`src/bir_pkg.sv`:
```
// shared constants, register map and type-code table of the bus interrupt reporter
package bir_pkg;

  localparam int DW = 32;
  localparam int AW = 8;
  localparam int IW = 5;

  // register byte offsets
  localparam logic [AW-1:0] OFF_TYPE   = 8'h00;
  localparam logic [AW-1:0] OFF_SOURCE = 8'h04;
  localparam logic [AW-1:0] OFF_STATUS = 8'h08;
  localparam logic [AW-1:0] OFF_MASK   = 8'h0c;
  localparam logic [AW-1:0] OFF_PIN_CONFIGURATION_REGISTER = 8'h10;
  localparam logic [AW-1:0] OFF_CTRL   = 8'h14;

  // field positions
  localparam int PIN_INV_BIT   = 0;
  localparam int CTL_EN_BIT    = 0;
  localparam int SRC_VALID_BIT = 7;

  // reset values
  localparam logic [7:0]    RST_TYPE   = 8'h00;
  localparam logic [DW-1:0] RST_STATUS = 32'h0000_0000;
  localparam logic [DW-1:0] RST_MASK   = 32'hffff_ffff;
  localparam logic          RST_INV    = 1'b0;
  localparam logic          RST_EN     = 1'b0;

  // interrupt type codes
  localparam logic [7:0] CODE_RUN       = 8'hff;
  localparam logic [7:0] CODE_DSC       = 8'h18;
  localparam logic [7:0] CODE_LINE      = 8'h0a;
  localparam logic [7:0] CODE_HDR       = 8'h00;
  localparam logic [7:0] CODE_DEC       = 8'h01;
  localparam logic [7:0] CODE_CRC       = 8'h02;
  localparam logic [7:0] CODE_PAR       = 8'h03;
  localparam logic [7:0] CODE_BEC       = 8'h04;
  localparam logic [7:0] CODE_SRF       = 8'h05;
  localparam logic [7:0] CODE_SFCRC     = 8'h06;
  localparam logic [7:0] CODE_I2C       = 8'h19;
  localparam logic [7:0] CODE_ICRC      = 8'h1a;
  localparam logic [7:0] CODE_GPIO_BASE = 8'h10;

  // event indices, lowest index wins arbitration
  localparam logic [IW-1:0] EV_LINE  = 5'd0;
  localparam logic [IW-1:0] EV_RUN   = 5'd1;
  localparam logic [IW-1:0] EV_DSC   = 5'd2;
  localparam logic [IW-1:0] EV_HDR   = 5'd3;
  localparam logic [IW-1:0] EV_DEC   = 5'd4;
  localparam logic [IW-1:0] EV_CRC   = 5'd5;
  localparam logic [IW-1:0] EV_PAR   = 5'd6;
  localparam logic [IW-1:0] EV_BEC   = 5'd7;
  localparam logic [IW-1:0] EV_SRF   = 5'd8;
  localparam logic [IW-1:0] EV_SFCRC = 5'd9;
  localparam logic [IW-1:0] EV_I2C   = 5'd10;
  localparam logic [IW-1:0] EV_ICRC  = 5'd11;
  localparam logic [IW-1:0] EV_GPIO0 = 5'd12;
  localparam int            EV_FIXED = 12;

  function automatic logic [7:0] bir_code_of(input logic [IW-1:0] idx);
    logic [IW-1:0] off;
    off = idx - EV_GPIO0;
    case (idx)
      EV_LINE:  bir_code_of = CODE_LINE;
      EV_RUN:   bir_code_of = CODE_RUN;
      EV_DSC:   bir_code_of = CODE_DSC;
      EV_HDR:   bir_code_of = CODE_HDR;
      EV_DEC:   bir_code_of = CODE_DEC;
      EV_CRC:   bir_code_of = CODE_CRC;
      EV_PAR:   bir_code_of = CODE_PAR;
      EV_BEC:   bir_code_of = CODE_BEC;
      EV_SRF:   bir_code_of = CODE_SRF;
      EV_SFCRC: bir_code_of = CODE_SFCRC;
      EV_I2C:   bir_code_of = CODE_I2C;
      EV_ICRC:  bir_code_of = CODE_ICRC;
      default:  bir_code_of = CODE_GPIO_BASE + {3'b000, off};
    endcase
  endfunction

endpackage

```
`src/bir_arb_if.sv`:
```
// request vector and winner between the reporter and its arbiter
`timescale 1ns/1ps
interface bir_arb_if #(
  parameter int N = 20
);
  import bir_pkg::*;
  logic [N-1:0]  req;
  logic          hit;
  logic [IW-1:0] idx;
  logic [7:0]    code;

  modport top (output req, input hit, input idx, input code);
  modport arb (input req, output hit, output idx, output code);
endinterface

```
`src/bir_top.sv`:
```
// interrupt request pin, type/source/status registers and event queue of the transceiver
`timescale 1ns/1ps
//
// Summary of operation
// - main node raises running type 0xff after pll lock; main node only.
// - discovery response raises type 0x18; main node only.
// - every line fault raises a request, during or after discovery.
// - in the reset state the request pin floats, nothing else is shown.
// - status and type registers read 0x00 after entering the reset state.
// - polarity bit 0 gives active high request, 1 gives active low.
// - setting main enable drives the pin, inactive unless a request is already pending; host ignores pin before that.
// - bus errors report types 0x0, 0x1, 0x2, 0x3 and 0x4.
// - missed super-frame reports 0x5; ten uncleared ones mean line lost.
// - super-frame check error 0x6 is raised by a subordinate node only.
// - remote access error 0x19 is raised by a main node only.
// - interrupt frame check error 0x1a is raised by a main node only.
// - general pin n interrupt reports type 0x10 plus n, for pins 0 to 7.
module bir_top
  import bir_pkg::*;
#(
  parameter int GPIO_N = 8
) (
  input  wire logic              mclk_i,
  input  wire logic              arst_n_i,
  input  wire logic [AW-1:0]     addr_i,
  input  wire logic [DW-1:0]     wdata_i,
  input  wire logic              wr_i,
  input  wire logic              rd_i,
  output logic      [DW-1:0]     rdata_o,
  input  wire logic              rst_state_i,
  input  wire logic              line_fault_i,
  input  wire logic              main_running_event_i,
  input  wire logic              discovery_complete_event_i,
  input  wire logic              header_count_error_i,
  input  wire logic              data_decode_error_i,
  input  wire logic              frame_check_error_i,
  input  wire logic              data_parity_error_i,
  input  wire logic              bit_error_count_overflow_i,
  input  wire logic              missed_superframe_error_i,
  input  wire logic              superframe_check_error_i,
  input  wire logic              remote_access_error_i,
  input  wire logic              interrupt_frame_check_error_i,
  input  wire logic [GPIO_N-1:0] general_pin_event_i,
  output logic                   irq_o,
  output logic                   irq_oe_o,
  output logic                   int_o
);

  localparam int NEV = EV_FIXED + GPIO_N;

  // type codes 0x10..0x17 leave room for eight general pins only
  if (GPIO_N < 1 || GPIO_N > 8) begin : g_bad_gpio
    $error("GPIO_N must lie between 1 and 8");
  end

  ////////////////////////////////////////////////////////////////////////////////
  // state

  logic [NEV-1:0] que_q,    que_d;
  logic [NEV-1:0] status_q, status_d;
  logic [NEV-1:0] mask_q,   mask_d;
  logic [7:0]     type_q,   type_d;
  logic [IW-1:0]  src_q,    src_d;
  logic           active_q, active_d;
  logic           inv_q,    inv_d;
  logic           en_q,     en_d;
  logic [DW-1:0]  rdata_d;
  logic           irq_d;
  logic           oe_d;
  logic           int_d;
  logic [NEV-1:0] ev;
  logic           rd_type;
  logic           take;
  logic           main_q;

  assign main_q = en_q;

  ////////////////////////////////////////////////////////////////////////////////
  // event gathering, role-restricted codes filtered here

  assign ev = {general_pin_event_i,
               interrupt_frame_check_error_i & main_q,
               remote_access_error_i & main_q,
               superframe_check_error_i & ~main_q,
               missed_superframe_error_i,
               bit_error_count_overflow_i,
               data_parity_error_i,
               frame_check_error_i,
               data_decode_error_i,
               header_count_error_i,
               discovery_complete_event_i & main_q,
               main_running_event_i & main_q,
               line_fault_i};

  ////////////////////////////////////////////////////////////////////////////////
  // arbiter

  bir_arb_if #(.N(NEV)) arb_if ();

  assign arb_if.req = que_q & mask_q;

  bir_arb #(
    .N (NEV)
  ) u_arb (
    .a (arb_if)
  );

  // a type read in the same cycle would drop a freshly taken event
  assign rd_type = rd_i && (addr_i == OFF_TYPE);
  assign take    = !active_q && arb_if.hit && !rd_type;

  ////////////////////////////////////////////////////////////////////////////////
  // next state

  always_comb begin
    que_d    = que_q;
    status_d = status_q;
    mask_d   = mask_q;
    type_d   = type_q;
    src_d    = src_q;
    active_d = active_q;
    inv_d    = inv_q;
    en_d     = en_q;
    rdata_d  = '0;

    if (take) begin
      active_d           = 1'b1;
      type_d             = arb_if.code;
      src_d              = arb_if.idx;
      que_d[arb_if.idx]  = 1'b0;
    end

    if (rd_i) begin
      case (addr_i)
        OFF_TYPE: begin
          rdata_d  = DW'(type_q);
          active_d = 1'b0;
        end
        OFF_SOURCE: begin
          rdata_d                = DW'(src_q);
          rdata_d[SRC_VALID_BIT] = active_q;
        end
        OFF_STATUS: begin
          rdata_d  = DW'(status_q);
          status_d = '0;
        end
        OFF_MASK:   rdata_d = DW'(mask_q);
        OFF_PIN_CONFIGURATION_REGISTER: rdata_d[PIN_INV_BIT] = inv_q;
        OFF_CTRL:   rdata_d[CTL_EN_BIT] = en_q;
        default:    rdata_d = '0;
      endcase
    end

    if (wr_i) begin
      case (addr_i)
        OFF_MASK:   mask_d = wdata_i[NEV-1:0];
        OFF_PIN_CONFIGURATION_REGISTER: inv_d  = wdata_i[PIN_INV_BIT];
        OFF_CTRL:   en_d   = wdata_i[CTL_EN_BIT];
        default:    mask_d = mask_d;
      endcase
    end

    // new events beat a clear in the same cycle
    que_d    = que_d | ev;
    status_d = status_d | ev;

    if (rst_state_i) begin
      que_d    = '0;
      status_d = RST_STATUS[NEV-1:0];
      mask_d   = RST_MASK[NEV-1:0];
      type_d   = RST_TYPE;
      src_d    = '0;
      active_d = 1'b0;
      inv_d    = RST_INV;
      en_d     = RST_EN;
    end

    irq_d = active_d ^ inv_d;
    oe_d  = en_d & ~rst_state_i;
    int_d = |(status_d & mask_d);
  end

  ////////////////////////////////////////////////////////////////////////////////
  // registers

  always_ff @(posedge mclk_i or negedge arst_n_i) begin
    if (!arst_n_i) begin
      que_q    <= '0;
      status_q <= RST_STATUS[NEV-1:0];
      mask_q   <= RST_MASK[NEV-1:0];
      type_q   <= RST_TYPE;
      src_q    <= '0;
      active_q <= 1'b0;
      inv_q    <= RST_INV;
      en_q     <= RST_EN;
      rdata_o  <= '0;
      irq_o    <= RST_INV;
      irq_oe_o <= 1'b0;
      int_o    <= 1'b0;
    end else begin
      que_q    <= que_d;
      status_q <= status_d;
      mask_q   <= mask_d;
      type_q   <= type_d;
      src_q    <= src_d;
      active_q <= active_d;
      inv_q    <= inv_d;
      en_q     <= en_d;
      rdata_o  <= rdata_d;
      irq_o    <= irq_d;
      irq_oe_o <= oe_d;
      int_o    <= int_d;
    end
  end

  ////////////////////////////////////////////////////////////////////////////////
  // checks

  chk_run_queued: assert property (@(posedge mclk_i) disable iff (!arst_n_i)
    main_running_event_i && main_q && !rst_state_i |=> que_q[EV_RUN])
    else $error("running event from main node not queued");

  chk_run_not_sub: assert property (@(posedge mclk_i) disable iff (!arst_n_i)
    main_running_event_i && !main_q && !que_q[EV_RUN] |=> !que_q[EV_RUN])
    else $error("running event queued on subordinate node");

  chk_read_clears: assert property (@(posedge mclk_i) disable iff (!arst_n_i)
    rd_type && active_q |=> !active_q && irq_o == inv_q)
    else $error("type read did not release the request");

  chk_dsc_code: assert property (@(posedge mclk_i) disable iff (!arst_n_i)
    take && !rst_state_i && arb_if.idx == EV_DSC |=> active_q && type_q == CODE_DSC)
    else $error("discovery event not reported as 0x18");

  chk_line_fault: assert property (@(posedge mclk_i) disable iff (!arst_n_i)
    line_fault_i && !rst_state_i && mask_q[EV_LINE] && !active_q && !rd_i && !wr_i
    && !arb_if.hit ##1 !rd_type && !rst_state_i
    |-> que_q[EV_LINE] ##1 active_q && type_q == CODE_LINE)
    else $error("line fault did not raise a request");

  chk_reset_hiz: assert property (@(posedge mclk_i) disable iff (!arst_n_i)
    rst_state_i |=> !irq_oe_o && !active_q)
    else $error("request pin driven in reset state");

  chk_reset_clear: assert property (@(posedge mclk_i) disable iff (!arst_n_i)
    rst_state_i ##1 rd_i && (addr_i == OFF_TYPE || addr_i == OFF_STATUS) && !take
    |=> rdata_o == '0)
    else $error("type or status not zero after reset state");

  chk_polarity: assert property (@(posedge mclk_i) disable iff (!arst_n_i)
    irq_o == (active_q ^ inv_q))
    else $error("request level does not follow polarity");

  chk_enable_idle: assert property (@(posedge mclk_i) disable iff (!arst_n_i)
    $rose(en_q) && !active_q && !$past(rst_state_i) |-> irq_oe_o && irq_o == inv_q)
    else $error("enable did not drive inactive level");

  chk_type_code: assert property (@(posedge mclk_i) disable iff (!arst_n_i)
    take && !rst_state_i |=> active_q && src_q == $past(arb_if.idx)
    && type_q == $past(arb_if.code))
    else $error("type register does not match taken event");

  chk_srf_code: assert property (@(posedge mclk_i) disable iff (!arst_n_i)
    take && !rst_state_i && arb_if.idx == EV_SRF |=> type_q == CODE_SRF)
    else $error("missed super-frame not reported as 0x5");

  chk_sfcrc_sub: assert property (@(posedge mclk_i) disable iff (!arst_n_i)
    superframe_check_error_i && main_q && !que_q[EV_SFCRC] |=> !que_q[EV_SFCRC])
    else $error("super-frame check error queued on main node");

  chk_i2c_main: assert property (@(posedge mclk_i) disable iff (!arst_n_i)
    remote_access_error_i && !main_q && !que_q[EV_I2C] |=> !que_q[EV_I2C])
    else $error("remote access error queued on subordinate node");

  chk_icrc_main: assert property (@(posedge mclk_i) disable iff (!arst_n_i)
    interrupt_frame_check_error_i && !main_q && !que_q[EV_ICRC] |=> !que_q[EV_ICRC])
    else $error("interrupt frame check error queued on subordinate node");

  chk_gpio_code: assert property (@(posedge mclk_i) disable iff (!arst_n_i)
    take && !rst_state_i && arb_if.idx >= EV_GPIO0
    |=> type_q == CODE_GPIO_BASE + 8'($past(arb_if.idx) - EV_GPIO0))
    else $error("general pin code out of place");

  chk_irq_holds: assert property (@(posedge mclk_i) disable iff (!arst_n_i)
    active_q && !rd_type && !rst_state_i |=> active_q && irq_o == !inv_q)
    else $error("request dropped without a type read");

  cov_running: cover property (@(posedge mclk_i) disable iff (!arst_n_i)
    take && arb_if.idx == EV_RUN ##[1:20] rd_type);

  cov_back_to_back: cover property (@(posedge mclk_i) disable iff (!arst_n_i)
    rd_type && active_q && |(que_q & mask_q) ##2 active_q);

  cov_inverted: cover property (@(posedge mclk_i) disable iff (!arst_n_i)
    inv_q && en_q && active_q);

  cov_reset_state: cover property (@(posedge mclk_i) disable iff (!arst_n_i)
    active_q ##1 rst_state_i);

endmodule

```
`src/bir_arb.sv`:
```
// fixed-priority pick of the next pending event and its type code
`timescale 1ns/1ps
module bir_arb
  import bir_pkg::*;
#(
  parameter int N = 20
) (
  bir_arb_if.arb a
);

  // scan from the top so the lowest pending index is left standing
  always_comb begin
    a.hit = 1'b0;
    a.idx = '0;
    for (int i = N - 1; i >= 0; i--) begin
      if (a.req[i]) begin
        a.hit = 1'b1;
        a.idx = IW'(i);
      end
    end
    a.code = bir_code_of(a.idx);
  end

endmodule

```
`config.mk`:
```
export PLATFORM = sky130hd
export DESIGN_NAME = bir_top
export DESIGN_NICKNAME = d
export VERILOG_FILES = /design/src/bir_pkg.sv /design/src/bir_arb_if.sv /design/src/bir_top.sv /design/src/bir_arb.sv
export SDC_FILE = /design/constraint.sdc
export NUM_CORES = 1
export LEC_CHECK = 0
export BUFFER_PORTS_ARGS = -buffer_cell sky130_fd_sc_hd__buf_2
export CORE_ASPECT_RATIO = 0.9
export CORE_MARGIN = 2
export CORE_UTILIZATION = 50
export DETAILED_ROUTE_END_ITERATION = 8
export PLACE_DENSITY = 0.74
export SKIP_CTS_REPAIR_TIMING = 1
export SLEW_MARGIN = 20
export SYNTH_ARGS = -nofsm -noshare
export SYNTH_HDL_FRONTEND = slang
export SYNTH_SLANG_ARGS = --single-unit
```
`constraint.sdc`:
```
create_clock -name mclk_i -period 6.1 [get_ports mclk_i]
set_input_delay 1.22 -clock mclk_i [delete_from_list [all_inputs] [get_ports mclk_i]]
set_output_delay 1.22 -clock mclk_i [all_outputs]
set_load 0.01 [all_outputs]
```
==> results of run 1 <==
## registers in the layout, indices dropped and copies added (netlist names)
register / flops
inv_q: 1
src_q: 5
type_q: 7
en_q: 1
int_o: 1
mask_q: 20
active_q: 1
status_q: 20
irq_o: 1
que_q: 20
rdata_o: 20
## routing by layer
metal / global-route usage / routed length (um) / vias up
li1: - / - / 1973
met1: 0.378 / 5980 / 2101
met2: 0.391 / 6230 / 189
met3: 0.0581 / 1190 / 22
met4: 0.0759 / 237 / 0
met5: 0 / 0 / -
## critical path, cell delays in order
cell and delay, ps:
buf_2 120, or4_4 570, nor4_2 690, o22ai_1 240, a22oi_1 250, nand2_1 160
a2111oi_0 680, o211ai_1 210
## cell families after synthesis
| logic type | Yosys count |
|---|---|
| xor gates and xnor gates | 1 |
| muxes | 32 |
| buffers and inverters | 48 |
| other | 1 |
| and+or+nand+nor | 197 |
| DFF | 97 |
| AOI/OAI and AO/OA | 130 |
| adders and majority gates | 4 |
## how the worst max path moves through the flow
stage,startpoint,to,slack (ps),cells after the start
after floorplan,addr_i[5],int_o,2700,9
after global placement,addr_i[5],int_o,2020,8
after detailed placement,addr_i[4],int_o,1910,8
after CTS,addr_i[4],int_o,2270,8
after global routing,addr_i[4],int_o,2080,8
final,addr_i[4],int_o,2150,8
## metrics by stage
step,hold WS [ps],std cells
floorplan,482,521
global placement,501,686
detailed placement,515,686
CTS,529,702
global route,566,702
finish,525,702
## area by class of cell
cell class,instances,area (um^2)
Fill cell,841,4130
Sequential cell,97,2450
Multi-Input combinational cell,376,2290
Timing Repair Buffer,79,408
Tap cell,126,158
Clock buffer,11,151
Clock inverter,5,38.8
Inverter,8,30.0
## synthesized netlist by cell type (all sizes together), types with 2 or more instances
cell	n	area, um^2
a311oi	15	131
o2bb2ai	6	52.6
a21o	2	15.0
o211ai	4	30.0
clkbuf	22	82.6
or4	3	30.0
or2	3	18.8
a22o	6	52.6
mux2i	25	250
nand2b	2	12.5
nor4	4	31.3
nor3	22	110
o21ai	8	40.0
mux2	7	78.8
nand3	6	30.0
nand4	4	25.0
nor2b	2	12.5
dfrtp	77	1930
a22oi	14	105
and2	7	43.8
o211a	2	20.0
a221oi	2	17.5
inv	8	30.0
a21oi	35	179
a211oi	5	37.5
o22ai	3	18.8
a2111oi	6	55.1
nand2	45	169
ha	4	50.1
o221a	3	33.8
dfstp	20	526
buf	18	139
nor2	93	349
a32o	4	40.0
nor4b	2	17.5
a222oi	7	70.1
a211o	2	17.5
## power groups by stage
stage / Sequential [mW] / Clock (mW) / Combinational [mW]
after floorplan: 0.691 / 0 / 0.139
after global placement: 0.694 / 0 / 0.207
after detailed placement: 0.695 / 0 / 0.210
after CTS: 0.683 / 0.406 / 0.211
after global routing: 0.687 / 0.429 / 0.234
final: 0.683 / 0.399 / 0.215
==> results.toml, run 1 <==
[routing]
ant_nets = 0
drt-total-wl_mm = 13.6
vias_per_cell = 6.10
drcViolationCount = 0
dr_total_vias = 4285
routedWlPerCell_um = 19.4
drt_iter0_markers = 387
dr.pass1.iters = 5

[logic_synthesis]
synth-edff-count = 0
synth-xor-area-share = 0.00177
synthSimpleGateAreaFrac = 0.179
ys_seq_area_frac = 0.496
async_reset_ff_frac = 1.00
synthCells = 510
synth.distinct_cells = 55
synth_top_family_by_area = "compound AO/OA/AOI/OAI gates"
synth_flop_cell = "dfrtp_1"
ys_warn_count = 0
synthesis.area_um2 = 4950
synth_mux_area_frac = 0.0665
synth_compound_area_frac = 0.196
synth_fa_ha_area_frac = 0.0101
synth-seq-cells = 97
syn_avg_cell_area_um2 = 9.70

[clock_network]
clk_latency_ps = 360
htree_levels = 3
cts.root.buffer_cell = "clkbuf_8"
cts_tree = "done"
clk_pin_slew_worst_paths_ps = 100
clk_path_buf_depth = 2
cts.sinks = 97
cts_buffers = 9

[power]
irDropWorstVdd_mv = 0.101
switching_power_mw = 0.383
p_int_mw = 0.915
finalPower_mw = 1.30
leakage_nw = 2.49
clkPwrFrac = 0.308
pwr-share-seq = 0.527
pwr_density_cell_nw_per_um2 = 235
p_comb_frac = 0.165
swShare = 0.295

[timing]
finalHoldViolCount = 0
slew-limit-headroom = 0.375
fin_crit_sh = 0.647
slew_viol_final = 0
fmax_ghz = 0.253
worst_slack_ps = 2150
period_needed_ps = 3950
finClkSkew_ps = 13.1
worst_pin_slew_ps = 924
rsz0062_at_grt = "no"
setup_tns_ps = 0
setup_viol = 0

[critical_path]
worstSetupPathType = "input pin to flop"
r2r_cells = 6
cp.required_ps = 6290
critPathMaxFanout = 8
rrSetupSlack_ps = 3050
crit_path_end_kind = "flop"
rr_endpoint = "que_q[6]"
cp-start-kind = "input pin"
critPathArrivalTime_ps = 4140
r2r_start = "que_q[2]"

[finish]
finalInstanceArea_um2 = 5530
syn_to_final_growth_pct = 11.8
drive_gt1_frac = 0.238
nNetsFinal = 640
antenna_cells = 0
post-route-util = 0.573
final_common_cell = "nor2_1"
layout_common_cells = "nor2_1, dfrtp_1, buf_2"

[global_routing]
antenna_found_initial = 0
grt_max_degree = 54
grt_pass1_wl_mm = 21.2
grt_use_total = 0.260
grt_pass1_vias = 4070
overflow = 0

[floorplan]
start_util = 0.512
die_w_um = 109
io_pins = 100
core-area_um2 = 9660
dieArea_um2 = 10700
die-height_um = 98.4
row_count = 34

[place]
dpl_cell_area_um2 = 5340
gp_congestion = 0.906
post-place-ws_ps = 1910
hpwl_mm = 9.80
io_buffers = 75

[worst_hold_path]
hold_path_class = "flop to flop"
whs_path_depth = 2
min_to = "src_q[1]"
worstHoldStart = "src_q[1]"

[flow_run]
drv_cap = 0

[run_status]
status = "finished clean"
Power figures use the tool's default switching activity.
==> inputs of run 2 (changes only) <==
Settings changed: PLACE_DENSITY 0.74 to 0.77.
Clock period 6.1 ns to 3.3 ns, I/O delays scaled along.
==> run 2 against run 1 <==
Sequential share of layout area decreased by 1.4 points. Non-clock buffer count rose by 17. Clock-buffer cell count decreased by 1. Critical path type is now flop to flop. Largest power group unchanged.
==> results.toml, run 2 (synthesized netlist as in run 1, its figures left out) <==
[run_status]
status = "finished clean"

[finish]
drive_gt1_frac = 0.260
syn_to_final_growth_pct = 15.5
nNetsFinal = 657
multiInputGateArea_um2 = 2290
ff_latch_area_um2 = 2450
nFillCells = 805
layoutNonFillerInstCount = 719
layout_common_cells = "nor2_1, dfrtp_1, buf_2"
antenna_cells = 0
final_common_cell = "nor2_1"

[clock_network]
htree_levels = 3
cts.sinks = 97
clk_latency_ps = 370
cts_buffers = 9
cts_tree = "done"
clk_pin_slew_worst_paths_ps = 100
cts.root.buffer_cell = "clkbuf_8"
clk_path_buf_depth = 2

[routing]
drt_iter0_markers = 451
drt-total-wl_mm = 14.0
drcViolationCount = 0
dr_total_vias = 4487
dr.pass1.iters = 5
ant_nets = 0
routedWlPerCell_um = 19.4
vias_per_cell = 6.24

[global_routing]
overflow = 0
grt_use_total = 0.272
grt_pass1_wl_mm = 22.1
grt_max_degree = 55
antenna_found_initial = 0
grt_pass1_vias = 4227

[power]
leakage_nw = 2.61
pwr_density_cell_nw_per_um2 = 448
irDropWorstVdd_mv = 0.316

[place]
gp_congestion = 0.907
hpwl_mm = 10.3
dp.cells = 703
io_buffers = 75

[timing]
fin_crit_sh = 0.906
finalHoldViolCount = 0
fmax_ghz = 0.335
slew_viol_final = 0
setup_tns_ps = 0
worst_pin_slew_ps = 771
period_needed_ps = 2990
finClkSkew_ps = 8.29
slew-limit-headroom = 0.484
setup_viol = 0
rsz0062_at_grt = "no"

[critical_path]
crit_path_end_kind = "flop"
critPathMaxFanout = 6
worstSetupPathType = "flop to flop"
path_cells = "a22oi_1 > nand3_1 > a21oi_1 > o211ai_1 > inv_1 > ha_1 > nor3_1 > or2_2 > a211oi_1 > a2111oi_0 > a32o_1"
critPathArrivalTime_ps = 3300
cp.required_ps = 3610
cp-start-kind = "flop"
r2r_start = "mask_q[11]"
r2r_cells = 11
rr_endpoint = "type_q[2]"
rrSetupSlack_ps = 310
critPathMaxStageDelay_ps = 600
worst_path_max_delay_cell = "dfstp_2"

[floorplan]
core-area_um2 = 9660
row_count = 34
die-height_um = 98.4
start_util = 0.512
dieArea_um2 = 10700
die_w_um = 109
io_pins = 100

[flow_run]
drv_cap = 0

[worst_hold_path]
hold_path_class = "input pin to asynchronous set/reset pin"
run 2: cell types whose count changed in the layout (fill, tap and decap cells not counted):
| cell | delta |
|---|---|
| buf_4 | +16 |
| clkinvlp_4 | -1 |
| clkbuf_8 | -1 |
| bufinv_16 | +2 |
| clkinv_4 | +1 |
| buf_12 | +1 |
| inv_6 | -1 |
run 2: worst max path at each step:
stage	from	to	slack, ps	cells after the start
2_1_floorplan	addr_i[5]	int_o	460	9
3_3_place_gp	addr_i[5]	int_o	190	9
3_5_place_dp	addr_i[5]	int_o	140	8
4_1_cts	mask_q[9]	type_q[2]	380	11
5_1_grt	mask_q[9]	type_q[2]	70	11
6_report	mask_q[11]	type_q[2]	310	11
run 2: layout make-up:
type                       instances  share of cell area
multi-input combinational        376               0.402
tap                              126              0.0276
clock buffer                      10              0.0241
clock inverter                     6              0.0160
timing repair buffer              96              0.0960
inverter                           8             0.00526
sequential                        97               0.429
run 2: worst max-delay path, delay by kind of cell, from the launching register on:
kind | cells | cell delay [ps]
buffers and inverters | 1 | 220
AND/OR/NAND/NOR | 3 | 610
AO/OA/AOI/OAI | 6 | 1160
flip-flops | 1 | 600
adder cells (fa/ha/maj) | 1 | 320
run 2: report_power, final:
group	leakage, nW	switching (mW)	internal (mW)
Sequential	1.22	0.0301	1.23
Combinational	1.27	0.265	0.152
Clock	0.116	0.425	0.450
run 2: routing by layer:
layer  track usage  vias up  share of wire
met5             0        -              0
met4        0.0641        0          0.019
met3        0.0788       29           0.11
met2         0.433      299           0.47
met1         0.370     2162           0.40
li1              -     1997              -
run 2: per-stage QoR:
stage,hold slack [ps],power [mW],area (um^2),utilization,setup slack (ps)
after floorplan,364,1.53,4990,-,456
after global placement,502,1.68,5480,0.567,192
after detailed placement,516,1.69,5480,0.567,142
final,282,2.56,5710,0.591,312
after CTS,299,2.55,5710,0.591,376
after global routing,316,2.66,5710,0.591,72.8
